**src/inc/osc_ctrl_pkg.sv**
```systemverilog
// Operation
// - Report active source in read-only field
// - Requested source writable, reset from configuration
// - Switch request bit clears when switch completes
// - Oscillator register writes need unlock sequence
// - Freeze plus monitor bit blocks clock changes
// - Lock status shows locked or timer expired
// - Clock fail flag set by monitor, software-cleared
// - Software set of fail flag raises trap
// - Recover on interrupt clears doze enable
// - Doze ratio divides by power of two
// - Doze enable applies ratio, else 1:1
// - Doze ratio writes ignored while doze enabled
// - Doze enable cannot be set with ratio zero
// - Fast RC postscaler divides 1 to 256
// - Loop prescaler codes one to eight, reset one
// - Unimplemented divider bits read as zero
package osc_ctrl_pkg;
    localparam logic [31:0] OSC_SELECT_CONTROL_ADDR = 32'h0000_0000;
    localparam logic [31:0] CLOCK_DIVIDER_CONTROL_ADDR = 32'h0000_0004;
    localparam logic [31:0] PLL_FEEDBACK_DIVIDER_ADDR = 32'h0000_0008;
    localparam logic [31:0] UNLOCK_ADDR = 32'h0000_000C;
    localparam logic [15:0] UNLOCK_KEY1 = 16'h0055;
    localparam logic [15:0] UNLOCK_KEY2 = 16'h00AA;
    // Select register fields
    localparam int CUR_LSB = 12;
    localparam int REQ_LSB = 8;
    localparam int FREEZE_BIT = 7;
    localparam int LOCK_BIT = 5;
    localparam int FAIL_BIT = 3;
    localparam int SWREQ_BIT = 0;
    // Divider register fields
    localparam int ROI_BIT = 15;
    localparam int DOZE_LSB = 12;
    localparam int REDUCE_RATIO_ENABLE_BIT = 11;
    localparam int FAST_RC_POSTSCALER_LSB = 8;
    localparam int PRE_LSB = 0;
    localparam logic [2:0] DOZE_RESET = 3'h3;
    localparam logic [2:0] DOZE_ONE = 3'h0;
    localparam logic [2:0] POST_RESET = 3'h0;
    localparam logic [3:0] PRE_RESET = 4'h1;
    localparam logic [3:0] PRE_MIN = 4'h1;
    localparam logic [3:0] PRE_MAX = 4'h8;
    localparam logic [7:0] FBD_RESET = 8'h96;
    localparam logic [2:0] SRC_FAST_RC = 3'h0;
    localparam logic [1:0] RESP_OKAY = 2'h0;
    localparam logic [1:0] RESP_SLVERR = 2'h2;
    typedef enum logic [1:0] {
        SW_IDLE = 2'b00,
        SW_WAIT = 2'b01,
        SW_DONE = 2'b11
    } switch_state_t;
endpackage

```
**src/rtl/clock_ratio_divider.sv**
```systemverilog
`timescale 1ns/1ns
// Divides by period_m1 + 1; strobe one clock every period
module clock_ratio_divider
    import osc_ctrl_pkg::*;
#(
    parameter int CNT_W = 8
)
(
    input wire logic clk,
    input wire logic resetn,
    input wire logic [CNT_W-1:0] period_m1,
    output logic tick
);
    logic [CNT_W-1:0] count;

    always_ff @(posedge clk or negedge resetn)
    begin
        if (!resetn)
        begin
            count <= '0;
            tick <= 1'b0;
        end
        else if (count >= period_m1)
        begin
            count <= '0;
            tick <= 1'b1;
        end
        else
        begin
            count <= count + 1'b1;
            tick <= 1'b0;
        end
    end
endmodule

```
**src/rtl/secondary_osc_switch_ctrl.sv**
```systemverilog
`timescale 1ns/1ns
module secondary_osc_switch_ctrl
    import osc_ctrl_pkg::*;
#(
    parameter int SWITCH_CYCLES = 16
)
(
    input wire logic clk,
    input wire logic resetn,
    input wire logic [31:0] s_axi_awaddr,
    input wire logic s_axi_awvalid,
    output logic s_axi_awready,
    input wire logic [31:0] s_axi_wdata,
    input wire logic [3:0] s_axi_wstrb,
    input wire logic s_axi_wvalid,
    output logic s_axi_wready,
    output logic [1:0] s_axi_bresp,
    output logic s_axi_bvalid,
    input wire logic s_axi_bready,
    input wire logic [31:0] s_axi_araddr,
    input wire logic s_axi_arvalid,
    output logic s_axi_arready,
    output logic [31:0] s_axi_rdata,
    output logic [1:0] s_axi_rresp,
    output logic s_axi_rvalid,
    input wire logic s_axi_rready,
    input wire logic [2:0] config_source_sel,
    input wire logic monitor_config_bit,
    input wire logic loop_locked,
    input wire logic loop_timer_done,
    input wire logic loop_enabled,
    input wire logic fail_safe_monitor,
    input wire logic irq_event,
    input wire logic source_ready,
    output logic [2:0] active_source,
    output logic osc_fail_trap,
    output logic [2:0] fast_rc_postscaler,
    output logic [3:0] loop_prescaler,
    output logic [7:0] loop_feedback_divisor,
    output logic [2:0] doze_ratio,
    output logic reduce_ratio_enable,
    output logic cpu_clock_tick
);
    logic [2:0] current_source_sel;
    logic [2:0] requested_source_sel;
    logic source_switch_request;
    logic clock_config_freeze;
    logic clock_fail_flag;
    logic recover_on_irq;
    logic [2:0] doze;
    logic [7:0] fbd;
    logic [1:0] unlock_stage;
    logic cfg_loaded;
    logic frozen;
    switch_state_t sw_state;
    logic [7:0] sw_count;
    logic aw_held, w_held;
    logic [31:0] aw_addr, w_data;
    logic [3:0] w_strb;
    logic do_write;
    logic [15:0] wd;
    logic wr_osc, wr_div, wr_fbd, wr_key, wr_ok;
    logic lo_en, hi_en;
    logic [7:0] doze_period;
    logic switch_done;

    function automatic logic [15:0] merge(input logic [15:0] old, input logic [15:0] nw,
                                          input logic lo, input logic hi);
        merge = {hi ? nw[15:8] : old[15:8], lo ? nw[7:0] : old[7:0]};
    endfunction

    // Write channel: address and data taken in either order
    assign s_axi_awready = !aw_held && !s_axi_bvalid;
    assign s_axi_wready = !w_held && !s_axi_bvalid;
    assign do_write = aw_held && w_held && !s_axi_bvalid;
    assign wd = w_data[15:0];
    assign lo_en = w_strb[0];
    assign hi_en = w_strb[1];
    assign wr_osc = do_write && aw_addr[7:0] == OSC_SELECT_CONTROL_ADDR[7:0];
    assign wr_div = do_write && aw_addr[7:0] == CLOCK_DIVIDER_CONTROL_ADDR[7:0];
    assign wr_fbd = do_write && aw_addr[7:0] == PLL_FEEDBACK_DIVIDER_ADDR[7:0];
    assign wr_key = do_write && aw_addr[7:0] == UNLOCK_ADDR[7:0];
    assign wr_ok = wr_osc || wr_div || wr_fbd || wr_key;
    assign frozen = clock_config_freeze && monitor_config_bit;

    always_ff @(posedge clk or negedge resetn)
    begin
        if (!resetn)
        begin
            aw_held <= 1'b0;
            w_held <= 1'b0;
            aw_addr <= '0;
            w_data <= '0;
            w_strb <= '0;
            s_axi_bvalid <= 1'b0;
            s_axi_bresp <= RESP_OKAY;
        end
        else
        begin
            if (s_axi_awvalid && s_axi_awready)
            begin
                aw_held <= 1'b1;
                aw_addr <= s_axi_awaddr;
            end
            if (s_axi_wvalid && s_axi_wready)
            begin
                w_held <= 1'b1;
                w_data <= s_axi_wdata;
                w_strb <= s_axi_wstrb;
            end
            if (do_write)
            begin
                aw_held <= 1'b0;
                w_held <= 1'b0;
                s_axi_bvalid <= 1'b1;
                s_axi_bresp <= wr_ok ? RESP_OKAY : RESP_SLVERR;
            end
            else if (s_axi_bready)
            begin
                s_axi_bvalid <= 1'b0;
            end
        end
    end

    // Unlock: two key writes, then one write to the select register
    always_ff @(posedge clk or negedge resetn)
    begin
        if (!resetn)
        begin
            unlock_stage <= 2'd0;
        end
        else if (wr_key)
        begin
            if (unlock_stage == 2'd0 && wd == UNLOCK_KEY1)
            begin
                unlock_stage <= 2'd1;
            end
            else if (unlock_stage == 2'd1 && wd == UNLOCK_KEY2)
            begin
                unlock_stage <= 2'd2;
            end
            else
            begin
                unlock_stage <= 2'd0;
            end
        end
        else if (do_write)
        begin
            unlock_stage <= 2'd0;
        end
    end

    // Select register
    always_ff @(posedge clk or negedge resetn)
    begin
        if (!resetn)
        begin
            cfg_loaded <= 1'b0;
            requested_source_sel <= SRC_FAST_RC;
            current_source_sel <= SRC_FAST_RC;
            source_switch_request <= 1'b0;
            clock_config_freeze <= 1'b0;
        end
        else
        begin
            if (!cfg_loaded)
            begin
                cfg_loaded <= 1'b1;
                requested_source_sel <= config_source_sel;
                current_source_sel <= config_source_sel;
            end
            else if (wr_osc && unlock_stage == 2'd2)
            begin
                if (hi_en && !frozen)
                begin
                    requested_source_sel <= wd[REQ_LSB +: 3];
                end
                if (lo_en)
                begin
                    if (!frozen)
                    begin
                        clock_config_freeze <= wd[FREEZE_BIT];
                    end
                    if (wd[SWREQ_BIT] && !frozen)
                    begin
                        source_switch_request <= 1'b1;
                    end
                end
            end
            if (switch_done)
            begin
                current_source_sel <= requested_source_sel;
                source_switch_request <= 1'b0;
            end
        end
    end

    // Switch sequencer: waits for source ready, then a settle count
    always_ff @(posedge clk or negedge resetn)
    begin
        if (!resetn)
        begin
            sw_state <= SW_IDLE;
            sw_count <= '0;
        end
        else
        begin
            unique case (sw_state)
                SW_IDLE:
                begin
                    sw_count <= '0;
                    if (source_switch_request)
                    begin
                        sw_state <= SW_WAIT;
                    end
                end
                SW_WAIT:
                begin
                    if (source_ready)
                    begin
                        sw_count <= sw_count + 1'b1;
                    end
                    if (sw_count >= 8'(SWITCH_CYCLES - 1))
                    begin
                        sw_state <= SW_DONE;
                    end
                end
                SW_DONE:
                begin
                    sw_state <= SW_IDLE;
                end
                default:
                begin
                    sw_state <= SW_IDLE;
                end
            endcase
        end
    end
    assign switch_done = sw_state == SW_DONE;

    // Fail flag: monitor set wins over software clear
    always_ff @(posedge clk or negedge resetn)
    begin
        if (!resetn)
        begin
            clock_fail_flag <= 1'b0;
            osc_fail_trap <= 1'b0;
        end
        else
        begin
            if (fail_safe_monitor)
            begin
                clock_fail_flag <= 1'b1;
            end
            else if (wr_osc && unlock_stage == 2'd2 && lo_en)
            begin
                clock_fail_flag <= wd[FAIL_BIT];
            end
            osc_fail_trap <= fail_safe_monitor ||
                (wr_osc && unlock_stage == 2'd2 && lo_en && wd[FAIL_BIT]);
        end
    end

    // Divider register and feedback divisor
    always_ff @(posedge clk or negedge resetn)
    begin
        if (!resetn)
        begin
            recover_on_irq <= 1'b0;
            doze <= DOZE_RESET;
            reduce_ratio_enable <= 1'b0;
            fast_rc_postscaler <= POST_RESET;
            loop_prescaler <= PRE_RESET;
            fbd <= FBD_RESET;
        end
        else
        begin
            if (wr_div && hi_en && !frozen)
            begin
                recover_on_irq <= wd[ROI_BIT];
                fast_rc_postscaler <= wd[FAST_RC_POSTSCALER_LSB +: 3];
                if (!reduce_ratio_enable)
                begin
                    doze <= wd[DOZE_LSB +: 3];
                end
                if (!wd[REDUCE_RATIO_ENABLE_BIT])
                begin
                    reduce_ratio_enable <= 1'b0;
                end
                else if (reduce_ratio_enable || wd[DOZE_LSB +: 3] != DOZE_ONE)
                begin
                    // Uses the ratio in force after this write
                    if (reduce_ratio_enable ? doze != DOZE_ONE : 1'b1)
                    begin
                        reduce_ratio_enable <= 1'b1;
                    end
                end
            end
            if (wr_div && lo_en && !frozen && wd[PRE_LSB +: 4] >= PRE_MIN
                && wd[PRE_LSB +: 4] <= PRE_MAX)
            begin
                loop_prescaler <= wd[PRE_LSB +: 4];
            end
            if (wr_fbd && lo_en && !frozen)
            begin
                fbd <= wd[7:0];
            end
            if (irq_event && recover_on_irq)
            begin
                reduce_ratio_enable <= 1'b0;
            end
        end
    end

    // Read channel
    assign s_axi_arready = !s_axi_rvalid;
    always_ff @(posedge clk or negedge resetn)
    begin
        if (!resetn)
        begin
            s_axi_rvalid <= 1'b0;
            s_axi_rdata <= '0;
            s_axi_rresp <= RESP_OKAY;
        end
        else if (s_axi_arvalid && s_axi_arready)
        begin
            s_axi_rvalid <= 1'b1;
            s_axi_rresp <= RESP_OKAY;
            unique case (s_axi_araddr[7:0])
                OSC_SELECT_CONTROL_ADDR[7:0]:
                    s_axi_rdata <= {16'h0000, 1'b0, current_source_sel, 1'b0,
                        requested_source_sel, clock_config_freeze, 1'b0,
                        loop_enabled && (loop_locked || loop_timer_done),
                        1'b0, clock_fail_flag, 2'b00, source_switch_request};
                CLOCK_DIVIDER_CONTROL_ADDR[7:0]:
                    s_axi_rdata <= {16'h0000, recover_on_irq, doze, reduce_ratio_enable,
                        fast_rc_postscaler, 4'h0, loop_prescaler};
                PLL_FEEDBACK_DIVIDER_ADDR[7:0]:
                    s_axi_rdata <= {24'h00_0000, fbd};
                UNLOCK_ADDR[7:0]:
                    s_axi_rdata <= 32'h0000_0000;
                default:
                begin
                    s_axi_rdata <= 32'h0000_0000;
                    s_axi_rresp <= RESP_SLVERR;
                end
            endcase
        end
        else if (s_axi_rready)
        begin
            s_axi_rvalid <= 1'b0;
        end
    end

    assign active_source = current_source_sel;
    assign loop_feedback_divisor = fbd;
    // Doze 1:1 unless enabled
    assign doze_ratio = reduce_ratio_enable ? doze : DOZE_ONE;
    assign doze_period = 8'((9'd1 << doze_ratio) - 9'd1);

    clock_ratio_divider #(
        .CNT_W(8)
    ) u_doze_div (
        .clk(clk),
        .resetn(resetn),
        .period_m1(doze_period),
        .tick(cpu_clock_tick)
    );
endmodule

```
**config.mk**
```make
export PLATFORM = sky130hd
export DESIGN_NAME = secondary_osc_switch_ctrl
export DESIGN_NICKNAME = d
export VERILOG_FILES = /design/src/inc/osc_ctrl_pkg.sv /design/src/rtl/clock_ratio_divider.sv /design/src/rtl/secondary_osc_switch_ctrl.sv
export SDC_FILE = /design/constraint.sdc
export NUM_CORES = 1
export LEC_CHECK = 0
export CAP_MARGIN = 25
export CORE_MARGIN = 5
export CORE_UTILIZATION = 40
export DETAILED_ROUTE_END_ITERATION = 10
export DONT_BUFFER_PORTS = 1
export GPL_TIMING_DRIVEN = 0
export PLACE_DENSITY = 0.52
export SKIP_CTS_REPAIR_TIMING = 1
export SYNTH_ARGS = -nofsm -noshare
export SYNTH_HDL_FRONTEND = slang
export SYNTH_SLANG_ARGS = --single-unit
```
**constraint.sdc**
```tcl
create_clock -name clk -period 3.6 [get_ports clk]
set_input_delay 0.18 -clock clk [delete_from_list [all_inputs] [get_ports clk]]
set_output_delay 0.18 -clock clk [all_outputs]
set_load 0.02 [all_outputs]
```
==> impl_metrics.toml <==
[setup_path]
arrival_ns = 3.30
cpPeakStageDelay_ns = 0.48
cp-end-kind = "flip-flop"
reg2reg_slack_ns = 0.54
reg2reg_from = "reduce_ratio_enable"
crit_slowest_cell = "dfrtp_1"
required_ns = 3.83
crit_type = "reg2reg"
crit_top_cell = "nand2_1"
cp-start-kind = "flip-flop"
r2r_cells = 13
critical_path.max_fanout = 9
crit_path_cell_trace = "clkbuf_1 -> and2_1 -> nand2_1 -> ha_1 -> nor2_1 -> nand2_1 -> nand2_1 -> a32oi_1 -> ha_1 -> nand4_1 -> o31ai_1 -> buf_2 -> nor2_1"
r2r_end = "u_doze_div.count[3]"

[routing]
route.detailed.drc = 0
wire_per_inst_um = 17.3
via_count = 3368
firstDrtPassIters = 4
ant_nets = 0
drtIter0Drc = 172
viasPerCell = 5.21
drt_wl_total_um = 11200

[pwr]
power_density_nw_per_um2 = 589
power.total_mw = 3.37
leakagePower_nw = 2.54
ir_drop_v = 0.000582

[global_routing]
grt_pass1_vias = 3301
grt_max_degree = 101
antenna_found_initial = 0
grt_overflow = 0
grt_pass1_wl_um = 17900
grt_use_total_pct = 16.1

[clock_tree]
numCtsBuffers = 9
cts.sinks = 100
cts_root_buf = "clkbuf_16"
clock_path_buffers = 2
cts_tree = "done"
clk_pin_slew_ns = 0.07
clk_latency_ns = 0.35
htree_num_levels = 3

[floorplanning]
die-area_um2 = 14400
die_y_um = 120
initial_core_util_pct = 40.5
core_area_um2 = 11900
rows = 40
fp.dieW_um = 120
ios = 182

[yosys]
ys_ff_latch = 100
synth_edf_count = 0
synthDistinctLibCells = 60
synth.most_common_cell = "dfrtp_1"
syn_inst = 433
netlist_area_um2 = 4820
async_reset_ff_share_pct = 100
synth_top_area_share_pct = 48.2
synth_flop_cell = "dfrtp_1"
yosys.area.top_type = "dfrtp_1"
seq_area_frac_synth_pct = 52.1
synth_area_per_cell_um2 = 11.1
synthTopCellsByArea = "dfrtp_1 48%, mux2_2 9.8%, dfstp_2 3.8%"
yosys_warnings = 0
synthTopCellsByCount = "93 x dfrtp_1, 42 x mux2_2, 42 x nand2_1"

[cells_and_area]
synthToLayoutAreaGrowth_pct = 18.8
fill_cells = 1112
nNetsFinal = 623
drive_gt1_share_pct = 20.8
antenna_cells = 0

[sta]
timing.final.crit_share_pct = 85.1
slew_headroom_pct = 53.8
rsz0062_at_grt = "false"
min_period_ns = 3.06
finalHoldViolations = 2
whs_ns = -0.0123
final-setup-viol-count = 0
slew_violations = 0
max_clock_freq_mhz = 327
finClkSkew_ns = 0.00632
tightest_slew_ns = 0.693

[status]
violations = "negative hold slack"
status = "finished with violations"

[hold_path]
min_to = "w_held"
hold_class = "in2reg"
holdPathStages = 2
hold_start = "s_axi_wvalid"

[place]
dp_hpwl_um = 8300
portBuffers = 0
gp_congestion = 0.786

[run]
cap_violations = 0
[logic make-up (layout without fill, tap and decap cells)]
family,count (synthesis),after routing,synth area share [%]
adders and majority gates,11,11,2.85
other,2,20,0.156
buffers and inverters,42,91,5.08
muxes,61,61,14.3
DFF,100,100,52.1
AOI/OAI and AO/OA,63,63,8.20
xor gates and xnor gates,10,10,1.82
and+or+nand+nor,144,144,15.6
[power breakdown]
group / total [mW] / switching, mW / internal [mW]
combinational: 0.682 / 0.329 / 0.353
sequential: 1.69 / 0.322 / 1.36
clock: 1.00 / 0.424 / 0.581
total: 3.37 / 1.07 / 2.30
[cells in the final DEF (no fill, tap or decap), types with 5 or more instances in the layout]
master / n
xor2_1: 7
a21oi_1: 12
and2_1: 5
dlygate4sd3_1: 31
nor3_1: 9
nand3_1: 11
inv_1: 8
nor2_1: 36
mux2_4: 5
dfstp_2: 7
conb_1: 20
clkbuf_16: 9
mux2i_1: 14
nand2_1: 42
ha_1: 11
nand4_1: 7
a31oi_1: 5
clkbuf_1: 10
buf_4: 18
dfrtp_1: 93
o21ai_0: 23
mux2_2: 42
nand4b_1: 5
[sequential cells by signal, indices dropped and copies added, names as in the netlist, 4 cells and up]
name / cells
u_doze_div.count: 8
s_axi_rdata: 16
sw_count: 8
aw_addr: 8
w_data: 16
loop_prescaler: 4
loop_feedback_divisor: 8
[worst max-delay path by stage]
| stage | startpoint | end | slack, ns | depth (start not counted) |
|---|---|---|---|---|
| finish | reduce_ratio_enable | u_doze_div.count[3] | 0.54 | 13 |
| global route | reduce_ratio_enable | u_doze_div.count[5] | 0.30 | 13 |
| CTS | reduce_ratio_enable | u_doze_div.count[3] | -0.03 | 12 |
| detailed placement | reduce_ratio_enable | u_doze_div.count[7] | 0.02 | 12 |
| global placement | reduce_ratio_enable | u_doze_div.count[3] | 0.11 | 12 |
| floorplan | reduce_ratio_enable | u_doze_div.count[2] | 0.76 | 12 |
[layout make-up]
type                            count  area [µm²]  share of cell area (%)
Clock buffer                       12         256                    4.48
Buffer                             34         215                    3.76
Sequential cell                   100        2510                    43.8
Timing Repair Buffer               33         343                    5.98
Tap cell                          147         184                    3.21
Multi-Input combinational cell    309        2130                    37.3
Clock inverter                      4        55.1                   0.961
Inverter                            8        30.0                   0.524
[critical path: cells and delay by family (launching register included)]
| family | cells | cell delay (ns) |
|---|---|---|
| simple gates | 7 | 0.89 |
| buf+inv | 2 | 0.62 |
| fa+ha+maj | 2 | 0.59 |
| flops | 1 | 0.48 |
| compound gates | 2 | 0.37 |
[per-stage QoR]
step                setup slack (ns)  cells  instance area, µm²  TNS [ns]  utilization (%)
floorplan                      0.757    451                4890         0                -
global placement               0.109    598                5070         0             42.6
global route                   0.297    647                5730         0             48.1
detailed placement            0.0156    598                5070         0             42.6
finish                         0.537    647                5730         0             48.1
CTS                          -0.0302    614                5390    -0.131             45.2
[per-layer routing]
layer / part of all wire (%) / GRT usage, % / vias to the layer above
met3: 8.1 / 7.54 / 9
met1: 44 / 20.1 / 1644
met5: 0 / 0 / -
li1: - / - / 1629
met4: 0.90 / 3.94 / 0
met2: 47 / 25.3 / 86
Note: power is estimated with default switching activity, not from simulation.
